$ cat src/char_video_pkg.sv
// shared constants and carrier types for the character dot video generator
package char_video_pkg;

   // character cell geometry
   localparam int unsigned CELL_DOTS       = 9;
   localparam int unsigned PATTERN_BITS    = 7;
   localparam int unsigned SCAN_BITS       = 4;
   localparam int unsigned CODE_BITS       = 8;
   localparam int unsigned CG_ADDR_BITS    = CODE_BITS + SCAN_BITS;
   localparam logic [3:0]  LAST_DOT        = 4'h8;
   localparam logic [3:0]  FETCH_DOT       = 4'h7;
   localparam logic [3:0]  TOP_ROW         = 4'h0;
   localparam logic [3:0]  BOTTOM_ROW      = 4'hB;

   // field attribute delimiter character code
   localparam logic [7:0]  DELIM_CODE      = 8'h1E;

   // register port
   localparam int unsigned REG_ADDR_BITS   = 4;
   localparam logic [3:0]  CTRL_OFFSET     = 4'h0;
   localparam logic [3:0]  STATUS_OFFSET   = 4'h4;
   localparam int unsigned CTRL_EMUL_POS   = 0;
   localparam int unsigned CTRL_BLINK_LSB  = 4;
   localparam int unsigned STAT_PHASE_POS  = 0;
   localparam int unsigned STAT_ATTR_LSB   = 1;
   localparam int unsigned STAT_GFX_POS    = 6;
   localparam logic [7:0]  BLINK_RESET     = 8'h08;

   // per-character attribute bits, display word bits 15..11
   typedef struct packed {
      logic underline;
      logic blink;
      logic blank;
      logic inverse;
      logic half;
   } attr_t;

   // one display memory word
   typedef struct packed {
      attr_t      attr;
      logic       size;
      logic       protect;
      logic       national;
      logic [7:0] code;
   } disp_word_t;

   // character generator output
   typedef struct packed {
      logic [6:0] pattern;
      logic       graphics_flag_bit;
   } cg_word_t;

   // register port request
   typedef struct packed {
      logic [3:0]  addr;
      logic [31:0] wdata;
      logic        wr;
      logic        rd;
   } reg_req_t;

endpackage

$ cat src/blink_timer.sv
// blink phase generator counting frame starts
`timescale 1ns/1ps
module blink_timer
(
   input  wire logic       clock_i,
   input  wire logic       srst_i,
   input  wire logic       frame_i,
   input  wire logic [7:0] period_i,
   output logic            phase_o
);

   typedef struct packed {
      logic [7:0] count;
      logic       phase;
   } blink_state_t;

   blink_state_t state;
   blink_state_t next_state;

   // toggle the phase once every period_i plus one frames
   always_comb
   begin
      next_state = state;
      if (frame_i)
      begin
         if (state.count >= period_i)
         begin
            next_state.count = 8'h00;
            next_state.phase = ~state.phase;
         end
         else
            next_state.count = state.count + 8'h01;
      end
   end

   always_ff @(posedge clock_i)
   begin
      if (srst_i)
         state <= '0;
      else
         state <= next_state;
   end

   assign phase_o = state.phase;

endmodule

$ cat src/char_dot_video.sv
// character dot video generator: word forming, attributes, two-level output
//
// Contract
// each character fetch loads its dot word into a shift register, shifted serially
// normal characters show blank first and last dots on every scan line; the code lights all nine dots on an underlined bottom row
// graphics characters copy the second dot into the first dot
// normal word: blank, pattern leftmost to rightmost, blank, flag clear
// graphics word: leftmost repeated first, rightmost repeated last, flag set
// top scan row blank unless graphics character
// bottom scan row blank unless graphics or underlined
// rows one to ten carry the character dot matrix
// attributes load with the dots into a final register, constant for the line
// field emulation holds attributes from one delimiter to the next
// half intensity attribute selects the lower video level
// inverse complements dots after character and scan line blanking
// blank attribute leaves only background for the cell
// blink alternates normal and blanked at a programmed rate
// output is two-level: half or full intensity per dot
// lowest four generator address bits are the scan line number
// display word: five attributes, size, protect, national, eight-bit code
// matrix up to seven by ten inside a nine by twelve cell
// one dot per clock, reload every nine clocks while not blanking
// during blanking video is black regardless of attributes
//
// Local design decisions: the register offsets and the address-and-strobe port.
`timescale 1ns/1ps
module char_dot_video
(
   input  wire logic                             clock_i,
   input  wire logic                             srst_i,
   input  wire logic                             blank_i,
   input  wire logic                             frame_i,
   input  wire logic [3:0]                       scan_line_i,
   input  wire char_video_pkg::disp_word_t       disp_word_i,
   input  wire char_video_pkg::cg_word_t         cg_data_i,
   input  wire char_video_pkg::reg_req_t         reg_req_i,
   output logic [11:0]                           cg_addr_o,
   output logic                                  char_next_o,
   output logic                                  dot_o,
   output logic                                  half_o,
   output logic [31:0]                           reg_rdata_o
);

   typedef struct packed {
      logic [3:0]             dot_cnt;
      logic [11:0]            cg_addr;
      char_video_pkg::attr_t  stage_attr;
      logic                   stage_delim;
      char_video_pkg::attr_t  hold_attr;
      char_video_pkg::attr_t  final_attr;
      logic                   final_gfx;
      logic                   char_next;
      logic                   blank_q;
      logic                   dot;
      logic                   half;
      logic                   emul_en;
      logic [7:0]             blink_period;
      logic [31:0]            rdata;
   } video_state_t;

   video_state_t state;
   video_state_t next_state;

   logic       load;
   logic       shift_dot;
   logic [8:0] line_word;
   logic       raw_dot;
   logic       blink_phase;

   // build one scan line of a cell from the generator pattern
   function automatic logic [8:0] form_line
   (
      input char_video_pkg::cg_word_t cg,
      input logic [3:0]               row,
      input logic                     underline
   );
      logic [8:0] word;
      word = '0;
      if (cg.graphics_flag_bit)
         word = {cg.pattern[6], cg.pattern, cg.pattern[0]};
      else
         word = {1'b0, cg.pattern, 1'b0};
      if (!cg.graphics_flag_bit)
      begin
         if (row == char_video_pkg::TOP_ROW)
            word = '0;
         else if (row == char_video_pkg::BOTTOM_ROW)
            word = underline ? '1 : '0;
         else if (row > char_video_pkg::BOTTOM_ROW)
            word = '0;
      end
      return word;
   endfunction

   // register-port decode, used for both strobes
   function automatic logic hits
   (
      input logic [3:0] addr,
      input logic [3:0] offset
   );
      return addr == offset;
   endfunction

   // dot timing: reload on the last dot position while not blanking
   assign load      = !blank_i && (state.dot_cnt == char_video_pkg::LAST_DOT);
   assign shift_dot = !blank_i && !load;
   assign line_word = form_line(cg_data_i, scan_line_i, state.stage_attr.underline);

   dot_shifter u_shifter
   (
      .clock_i (clock_i),
      .srst_i  (srst_i),
      .load_i  (load),
      .shift_i (shift_dot),
      .word_i  (line_word),
      .dot_o   (raw_dot)
   );

   blink_timer u_blink
   (
      .clock_i  (clock_i),
      .srst_i   (srst_i),
      .frame_i  (frame_i),
      .period_i (state.blink_period),
      .phase_o  (blink_phase)
   );

   // next-state logic for counters, pipeline, video and registers
   always_comb
   begin
      logic                  lit;
      char_video_pkg::attr_t eff_attr;
      lit      = 1'b0;
      eff_attr = '0;
      next_state           = state;
      next_state.char_next = 1'b0;
      next_state.blank_q   = blank_i;

      // dot position counter, parked at the last dot during blanking
      if (blank_i)
         next_state.dot_cnt = char_video_pkg::LAST_DOT;
      else if (load)
         next_state.dot_cnt = 4'h0;
      else
         next_state.dot_cnt = state.dot_cnt + 4'h1;

      // fetch stage: generator address and attributes of the next character
      if (blank_i || state.dot_cnt == char_video_pkg::FETCH_DOT)
      begin
         next_state.cg_addr = {disp_word_i.code, scan_line_i};
         next_state.stage_delim = (disp_word_i.code == char_video_pkg::DELIM_CODE);
         if (state.emul_en)
         begin
            if (disp_word_i.code == char_video_pkg::DELIM_CODE)
            begin
               next_state.hold_attr  = disp_word_i.attr;
               next_state.stage_attr = disp_word_i.attr;
            end
            else
               next_state.stage_attr = state.hold_attr;
         end
         else
            next_state.stage_attr = disp_word_i.attr;
      end

      // final pipeline register loads together with the dots
      if (load)
      begin
         next_state.final_attr = state.stage_attr;
         next_state.final_gfx  = cg_data_i.graphics_flag_bit;
         next_state.char_next  = 1'b1;
      end

      // dot shaping: suppress, then invert, then force black in blanking
      eff_attr = state.final_attr;
      lit      = raw_dot;
      if (eff_attr.blank || (eff_attr.blink && blink_phase))
         lit = 1'b0;
      if (eff_attr.inverse)
         lit = ~lit;
      if (state.blank_q)
      begin
         next_state.dot  = 1'b0;
         next_state.half = 1'b0;
      end
      else
      begin
         next_state.dot  = lit;
         next_state.half = eff_attr.half;
      end

      // register port: writes steer the block, reads show its state
      next_state.rdata = 32'h0000_0000;
      if (reg_req_i.wr && hits(reg_req_i.addr, char_video_pkg::CTRL_OFFSET))
      begin
         next_state.emul_en      = reg_req_i.wdata[char_video_pkg::CTRL_EMUL_POS];
         next_state.blink_period = reg_req_i.wdata[char_video_pkg::CTRL_BLINK_LSB +: 8];
      end
      if (reg_req_i.rd)
      begin
         if (hits(reg_req_i.addr, char_video_pkg::CTRL_OFFSET))
         begin
            next_state.rdata[char_video_pkg::CTRL_EMUL_POS]       = state.emul_en;
            next_state.rdata[char_video_pkg::CTRL_BLINK_LSB +: 8] = state.blink_period;
         end
         else if (hits(reg_req_i.addr, char_video_pkg::STATUS_OFFSET))
         begin
            next_state.rdata[char_video_pkg::STAT_PHASE_POS]     = blink_phase;
            next_state.rdata[char_video_pkg::STAT_ATTR_LSB +: 5] = state.final_attr;
            next_state.rdata[char_video_pkg::STAT_GFX_POS]       = state.final_gfx;
         end
      end
   end

   // state register
   always_ff @(posedge clock_i)
   begin
      if (srst_i)
      begin
         state              <= '0;
         state.dot_cnt      <= char_video_pkg::LAST_DOT;
         state.blank_q      <= 1'b1;
         state.blink_period <= char_video_pkg::BLINK_RESET;
      end
      else
         state <= next_state;
   end

   // outputs straight from the state register
   assign cg_addr_o   = state.cg_addr;
   assign char_next_o = state.char_next;
   assign dot_o       = state.dot;
   assign half_o      = state.half;
   assign reg_rdata_o = state.rdata;

endmodule

$ cat src/dot_shifter.sv
// nine-dot serialiser for one character scan line
`timescale 1ns/1ps
module dot_shifter
(
   input  wire logic       clock_i,
   input  wire logic       srst_i,
   input  wire logic       load_i,
   input  wire logic       shift_i,
   input  wire logic [8:0] word_i,
   output logic            dot_o
);

   typedef struct packed {
      logic [8:0] sr;
      logic       dot;
   } shift_state_t;

   shift_state_t state;
   shift_state_t next_state;

   // load wins over shift; dots leave msb first
   always_comb
   begin
      next_state = state;
      if (load_i)
      begin
         next_state.sr  = {word_i[7:0], 1'b0};
         next_state.dot = word_i[8];
      end
      else if (shift_i)
      begin
         next_state.dot = state.sr[8];
         next_state.sr  = {state.sr[7:0], 1'b0};
      end
   end

   always_ff @(posedge clock_i)
   begin
      if (srst_i)
         state <= '0;
      else
         state <= next_state;
   end

   assign dot_o = state.dot;

endmodule

$ cat config.mk
export PLATFORM = sky130hd
export DESIGN_NAME = char_dot_video
export DESIGN_NICKNAME = d
export VERILOG_FILES = /design/src/char_video_pkg.sv /design/src/blink_timer.sv /design/src/char_dot_video.sv /design/src/dot_shifter.sv
export SDC_FILE = /design/constraint.sdc
export NUM_CORES = 1
export LEC_CHECK = 0
export BUFFER_PORTS_ARGS = -buffer_cell sky130_fd_sc_hd__buf_2
export CAP_MARGIN = 20
export CORE_MARGIN = 2
export CORE_UTILIZATION = 45
export CTS_BUF_LIST = sky130_fd_sc_hd__clkbuf_16
export DETAILED_ROUTE_END_ITERATION = 10
export PLACE_DENSITY = 0.75
export SYNTH_ARGS = -nofsm -noshare
export SYNTH_HDL_FRONTEND = slang
export SYNTH_SLANG_ARGS = --single-unit
$ cat constraint.sdc
create_clock -name clock_i -period 1.96 [get_ports clock_i]
set_clock_uncertainty 0.2 [all_clocks]
set_input_delay 0.294 -clock clock_i [delete_from_list [all_inputs] [get_ports clock_i]]
set_output_delay 0.294 -clock clock_i [all_outputs]
set_load 0.01 [all_outputs]
# Word level (Yosys, flattened, before mapping)
# Index checks and enable logic that the tools add are counted.
[word_totals]
ff_bits = 95
latch_bits = 0
ramBits = 0
mem_bits_ro = 0
inputBits = 70
wordCells = 84
memories = 0
[op_classes]
n_addsub = 2
mul = 0
div = 0
magnitude_cmp = 2
eq_ne = 5
shifts = 0
mux = 18
bitwise = 5
reduce_logical = 19
[op_table]
columns = ["cell", "n"]
rows = [
  ["$mux 9", 6],
  ["$mux 10", 2],
  ["$mux 5", 2],
  ["$add 8x1->8 const B", 1],
  ["$eq 4x3->1 const B", 2],
  ["$eq 4x4->1 const B", 2],
  ["$eq 8x5->1 const B", 1],
  ["$ge 8x8->1", 1],
  ["$logic_not 4->1", 2],
  ["$mux 8", 1],
  ["$mux 7", 1],
  ["$reduce_or 2->1", 3],
  ["$reduce_or 3->1", 2],
  ["$not 1->1", 5],
  ["$add 4x1->4 const B", 1],
  ["$gt 4x4->1 const B", 1],
  ["$logic_and 1x1->1", 4],
  ["$mux 1", 4],
  ["$mux 4", 1],
  ["$reduce_and 2->1", 2],
  ["$reduce_or 4->1", 1],
  ["$mux 3", 1],
  ["$logic_not 1->1", 2],
  ["$logic_or 1x1->1", 2],
  ["$reduce_bool 2->1", 1],
]

# Logic depth before layout (Yosys ltp)
[logic_depth]
word_depth = 6
mapped_depth = 7
depth_no_buf = 7

# By module
# Synthesis repeated with hierarchy kept, for this count alone.
[unflattened]
cells_unflattened = 401
area_unflattened_um2 = 3666.0
[modules_own_cells]
columns = ["mod", "n_inst", "cells_per_inst", "area_each_um2", "seq_area_each_um2"]
rows = [
  ["char_dot_video", 1, 296, 2683.8, 1141.1],
  ["blink_timer", 1, 65, 570.5, 180.2],
  ["dot_shifter", 1, 40, 411.6, 180.2],
]

# Worst setup path before layout
# No wires, ideal clock.
[synth_timing]
kind = "flip-flop to flip-flop"
startpoint = "register state[33] (netlist name)"
endpoint = "register u_blink.state (netlist bit u_blink.phase_o)"
setup_ps = 123
arrival_time_ps = 1682
required_time_ps = 1637
setup_slack_ps = -45
stages_incl_launch_ff = 8
cell_sequence = "dfxtp_1 -> inv_1 -> ha_1 -> nor2b_1 -> o211a_1 -> a211oi_1 -> o31ai_1 -> mux2_1"
[synth_via]
elab_chain_len = 2
[synth_lines]
columns = ["element", "line_no", "source"]
rows = [
  ["start, declared", "char_dot_video.sv:61", "video_state_t state;"],
  ["start signal, assigned", "char_dot_video.sv:226", "state <= next_state;"],
  ["$ge 8x8->1", "blink_timer.sv:26", "if (state.count >= period_i)"],
  ["$reduce_and 2->1 (no source line)", "--", ""],
  ["end signal, assigned", "blink_timer.sv:41", "state <= next_state;"],
  ["end, declared", "blink_timer.sv:17", "blink_state_t state;"],
]
# No other way between the ends.
# A chain may end at the register's enable or synchronous reset.

# Worst setup path in the final report
# Same ends and word-level chain as after synthesis.

==> flow_summary.yaml <==
power:
  p_int_uw: 2700
  swShare_pct: 23.5
  power_switching_uw: 828
  power.share.clock_pct: 44.3
  ir_worst_vdd_mv: 0.453
  seqPwrFrac_pct: 45.6
  share_comb_of_total_power_pct: 10.0
  leakage_uw: 0.00194
  p_per_area_nw_per_um2: 857
synth:
  syn_area_per_cell_um2: 8.82
  synth_area_leaders: "dfxtp_1 43%, buf_4 9.6%, mux2i_1 6.8%"
  synth_warnings: 0
  netlist_area_um2: 3510
  synth_area_leader_cell: "dfxtp_1"
  seq_area_frac_synth_pct: 42.8
  synth_top_area_share_pct: 42.8
  syn_inst: 398
  yosysUniqueCellTypes: 44
  yosys_register_bits: 75
die:
  die_y_um: 92.3
  core_area_um2: 7650
  dieArea_um2: 8520
  start_util_pct: 45.9
  row_count: 32
  io_pins: 117
  die_w_um: 92.3
drt:
  drt-vias-per-instance: 4.86
  dr.pass1.iters: 4
  drcViolationCount: 0
  postRouteAntennaNets: 0
  first_iter_violations: 93
  wl_mm: 6.97
  vias: 2717
  wire_per_inst_um: 12.5
setup_path:
  reg2reg_setup_slack_ns: -0.05
  required_ns: 1.97
  crit_path_max_fanout: 2
  critPathCaptureType: "flop"
  r2r_end: "u_blink.phase_o"
  crit_chain: "inv_2 -> ha_4 -> nor2b_4 -> o211a_1 -> a211oi_4 -> o31ai_2 -> mux2_1"
  worstRegToRegCells: 7
  crit_slowest_cell: "dfxtp_2"
  crit_family: "compound AO/OA/AOI/OAI gates"
  critPathLaunchType: "flop"
  cp.arrival_ns: 2.02
  crit_path_max_incr_delay_ns: 0.33
  path_buf_inv: 1
  worstSetupPathType: "flop to flop"
  reg2reg_from: "state[33]"
finish:
  multi_input_area_um2: 1670
  ff_latch_area_um2: 1500
  finalNetCount: 533
  fillers: 688
  post-route-util_pct: 53.8
  layout_common_cells: "73 x dfxtp_1, 70 x buf_2, 48 x nand2_1"
  drive_above_1_share_pct: 25.6
  insertedDiodeCount: 0
  final_cell_area_um2: 4120
  mostFrequentLayoutCell: "dfxtp_1"
  area_delta_synth_final_pct: 17.3
clocking:
  clk_path_buf_depth: 2
  cts_tree: "yes"
  cts_max_level: 3
  cts_root_buf: "clkbuf_16"
  cts_made_buffers: 9
  post-cts-setup-buffer-count: 0
  clk_latency_ns: 0.32
  cts.clk_slew.worst_paths_ns: 0.06
  cts.sinks: 75
global_route:
  grt_start_max_net_pins: 36
  antenna_found_initial: 0
  grt_overflow: 0
  grt_pass1_wl_mm: 11.5
  grt_pass1_vias: 2580
  grtUsageTotal_pct: 16.7
timing:
  setup_tns_ns: -0.0465
  fmax_mhz: 498
  slew_viol_final: 0
  hold_viol: 0
  fin_ws_ns: -0.0465
  finalCritPeriodShare_pct: 102
  final.min_clock_period_ns: 2.01
  rsz0062_at_grt: "yes"
  setup_viol: 1
outcome:
  violations: "setup timing"
  status: "complete, but fails checks"
min_path:
  holdPathStages: 3
  hold_class: "primary input to flop"
  hold_end: "state[32]"
  min-delay-start: "reg_req_i[6]"
placement:
  post_dp_cell_area_um2: 3760
  place_ws_ns: -0.0763
  port_buffers: 70
  hpwlAfterDp_mm: 5.10
  gp_congestion: 0.802
flow_run:
  drv_cap: 0
layer usage:
layer | GRT usage, % | vias up | share of wire (%)
li1 | - | 1394 | -
met1 | 21.1 | 1234 | 46
met2 | 27.3 | 80 | 48
met3 | 3.50 | 9 | 4.4
met4 | 7.59 | 0 | 1.7
met5 | 0 | - | 0
worst reg2reg max path: cells and delay by family, from the launching register on:
family                   cells  cell delay, ns
AO/OA/AOI/OAI                3            0.69
adder cells (fa/ha/maj)      1            0.21
buffers and inverters        1            0.04
flip-flops                   1            0.33
multiplexers                 1            0.31
AND/OR/NAND/NOR              1            0.12
worst max path at each step:
stage	from	endpoint	slack [ns]	depth (start not counted)
floorplan	state[33]	u_blink.phase_o	0.03	7
global placement	state[33]	u_blink.phase_o	-0.004	7
detailed placement	state[33]	u_blink.state[3]	-0.08	7
CTS	state[33]	u_blink.state[3]	-0.08	7
global route	state[33]	u_blink.phase_o	-0.11	7
finish	state[33]	u_blink.phase_o	-0.05	7
flip-flops by register name, indices dropped and copies added (netlist names), 8 cells and up:
name and cells:
u_shifter.state 8, reg_rdata_o 12, state 30, u_blink.state 8, cg_addr_o 12
cell usage after synthesis (all sizes together):
| library cell | count |
|---|---|
| xnor2 | 6 |
| a21boi | 1 |
| ha | 11 |
| nand4 | 3 |
| nand3b | 2 |
| a31oi | 6 |
| nor3b | 3 |
| a211oi | 12 |
| o211a | 2 |
| nor3 | 17 |
| nand3 | 6 |
| or3b | 1 |
| o311ai | 1 |
| and4bb | 3 |
| xor2 | 4 |
| and3 | 5 |
| mux2i | 24 |
| o21ai | 3 |
| nand2b | 1 |
| a311oi | 1 |
| o41ai | 2 |
| nor2 | 45 |
| inv | 15 |
| nor2b | 8 |
| or4 | 1 |
| conb | 1 |
| a31o | 2 |
| dfxtp | 75 |
| nor4 | 1 |
| mux2 | 1 |
| o31ai | 1 |
| buf | 50 |
| a21oi | 24 |
| nand2 | 48 |
| clkbuf | 12 |
cells by family (layout without fill, tap and decap cells):
logic type               Yosys count  in the layout  synth area share (%)
AND/OR/NAND/NOR                  144            144                  19.3
buffers and inverters             77            117                  13.4
flip-flops                        75             75                  42.8
AO/OA/AOI/OAI                     55             55                  10.8
multiplexers                      25             25                  7.17
adder cells (fa/ha/maj)           11             11                  3.92
XOR/XNOR                          10             10                  2.50
other                              1             20                 0.107
power groups by stage:
stage	Combinational [µW]	Clock, µW	Sequential (µW)
after detailed placement	341	0	1640
after global placement	332	0	1640
after global routing	396	1670	1620
after floorplan	262	0	1640
final	354	1560	1610
after CTS	344	1590	1610
metrics by stage:
stage          instances  total power (µW)  hold WS (ns)
6_report             559              3530       0.00373
5_1_grt              559              3680       0.00768
4_1_cts              559              3540      0.000701
3_5_place_dp         542              1980         0.207
3_3_place_gp         542              1970         0.208
2_1_floorplan        417              1900         0.191
cell type report:
type,instances,share of cell area (%)
Inverter,15,1.37
Clock inverter,7,1.49
Multi-Input combinational cell,265,40.5
Timing Repair Buffer,86,11.5
Tap cell,102,3.10
Sequential cell,75,36.5
Clock buffer,9,5.47
what timing repair did:
item / CTS / global route
pin swaps: 1 / 7
hold buffers: 1 / 0
resized for setup: 0 / 10
endpoints found under the setup margin: 9 / 9
hold endpoints to repair: 1 / 0
No activity file was read; power rests on OpenSTA's default activity.
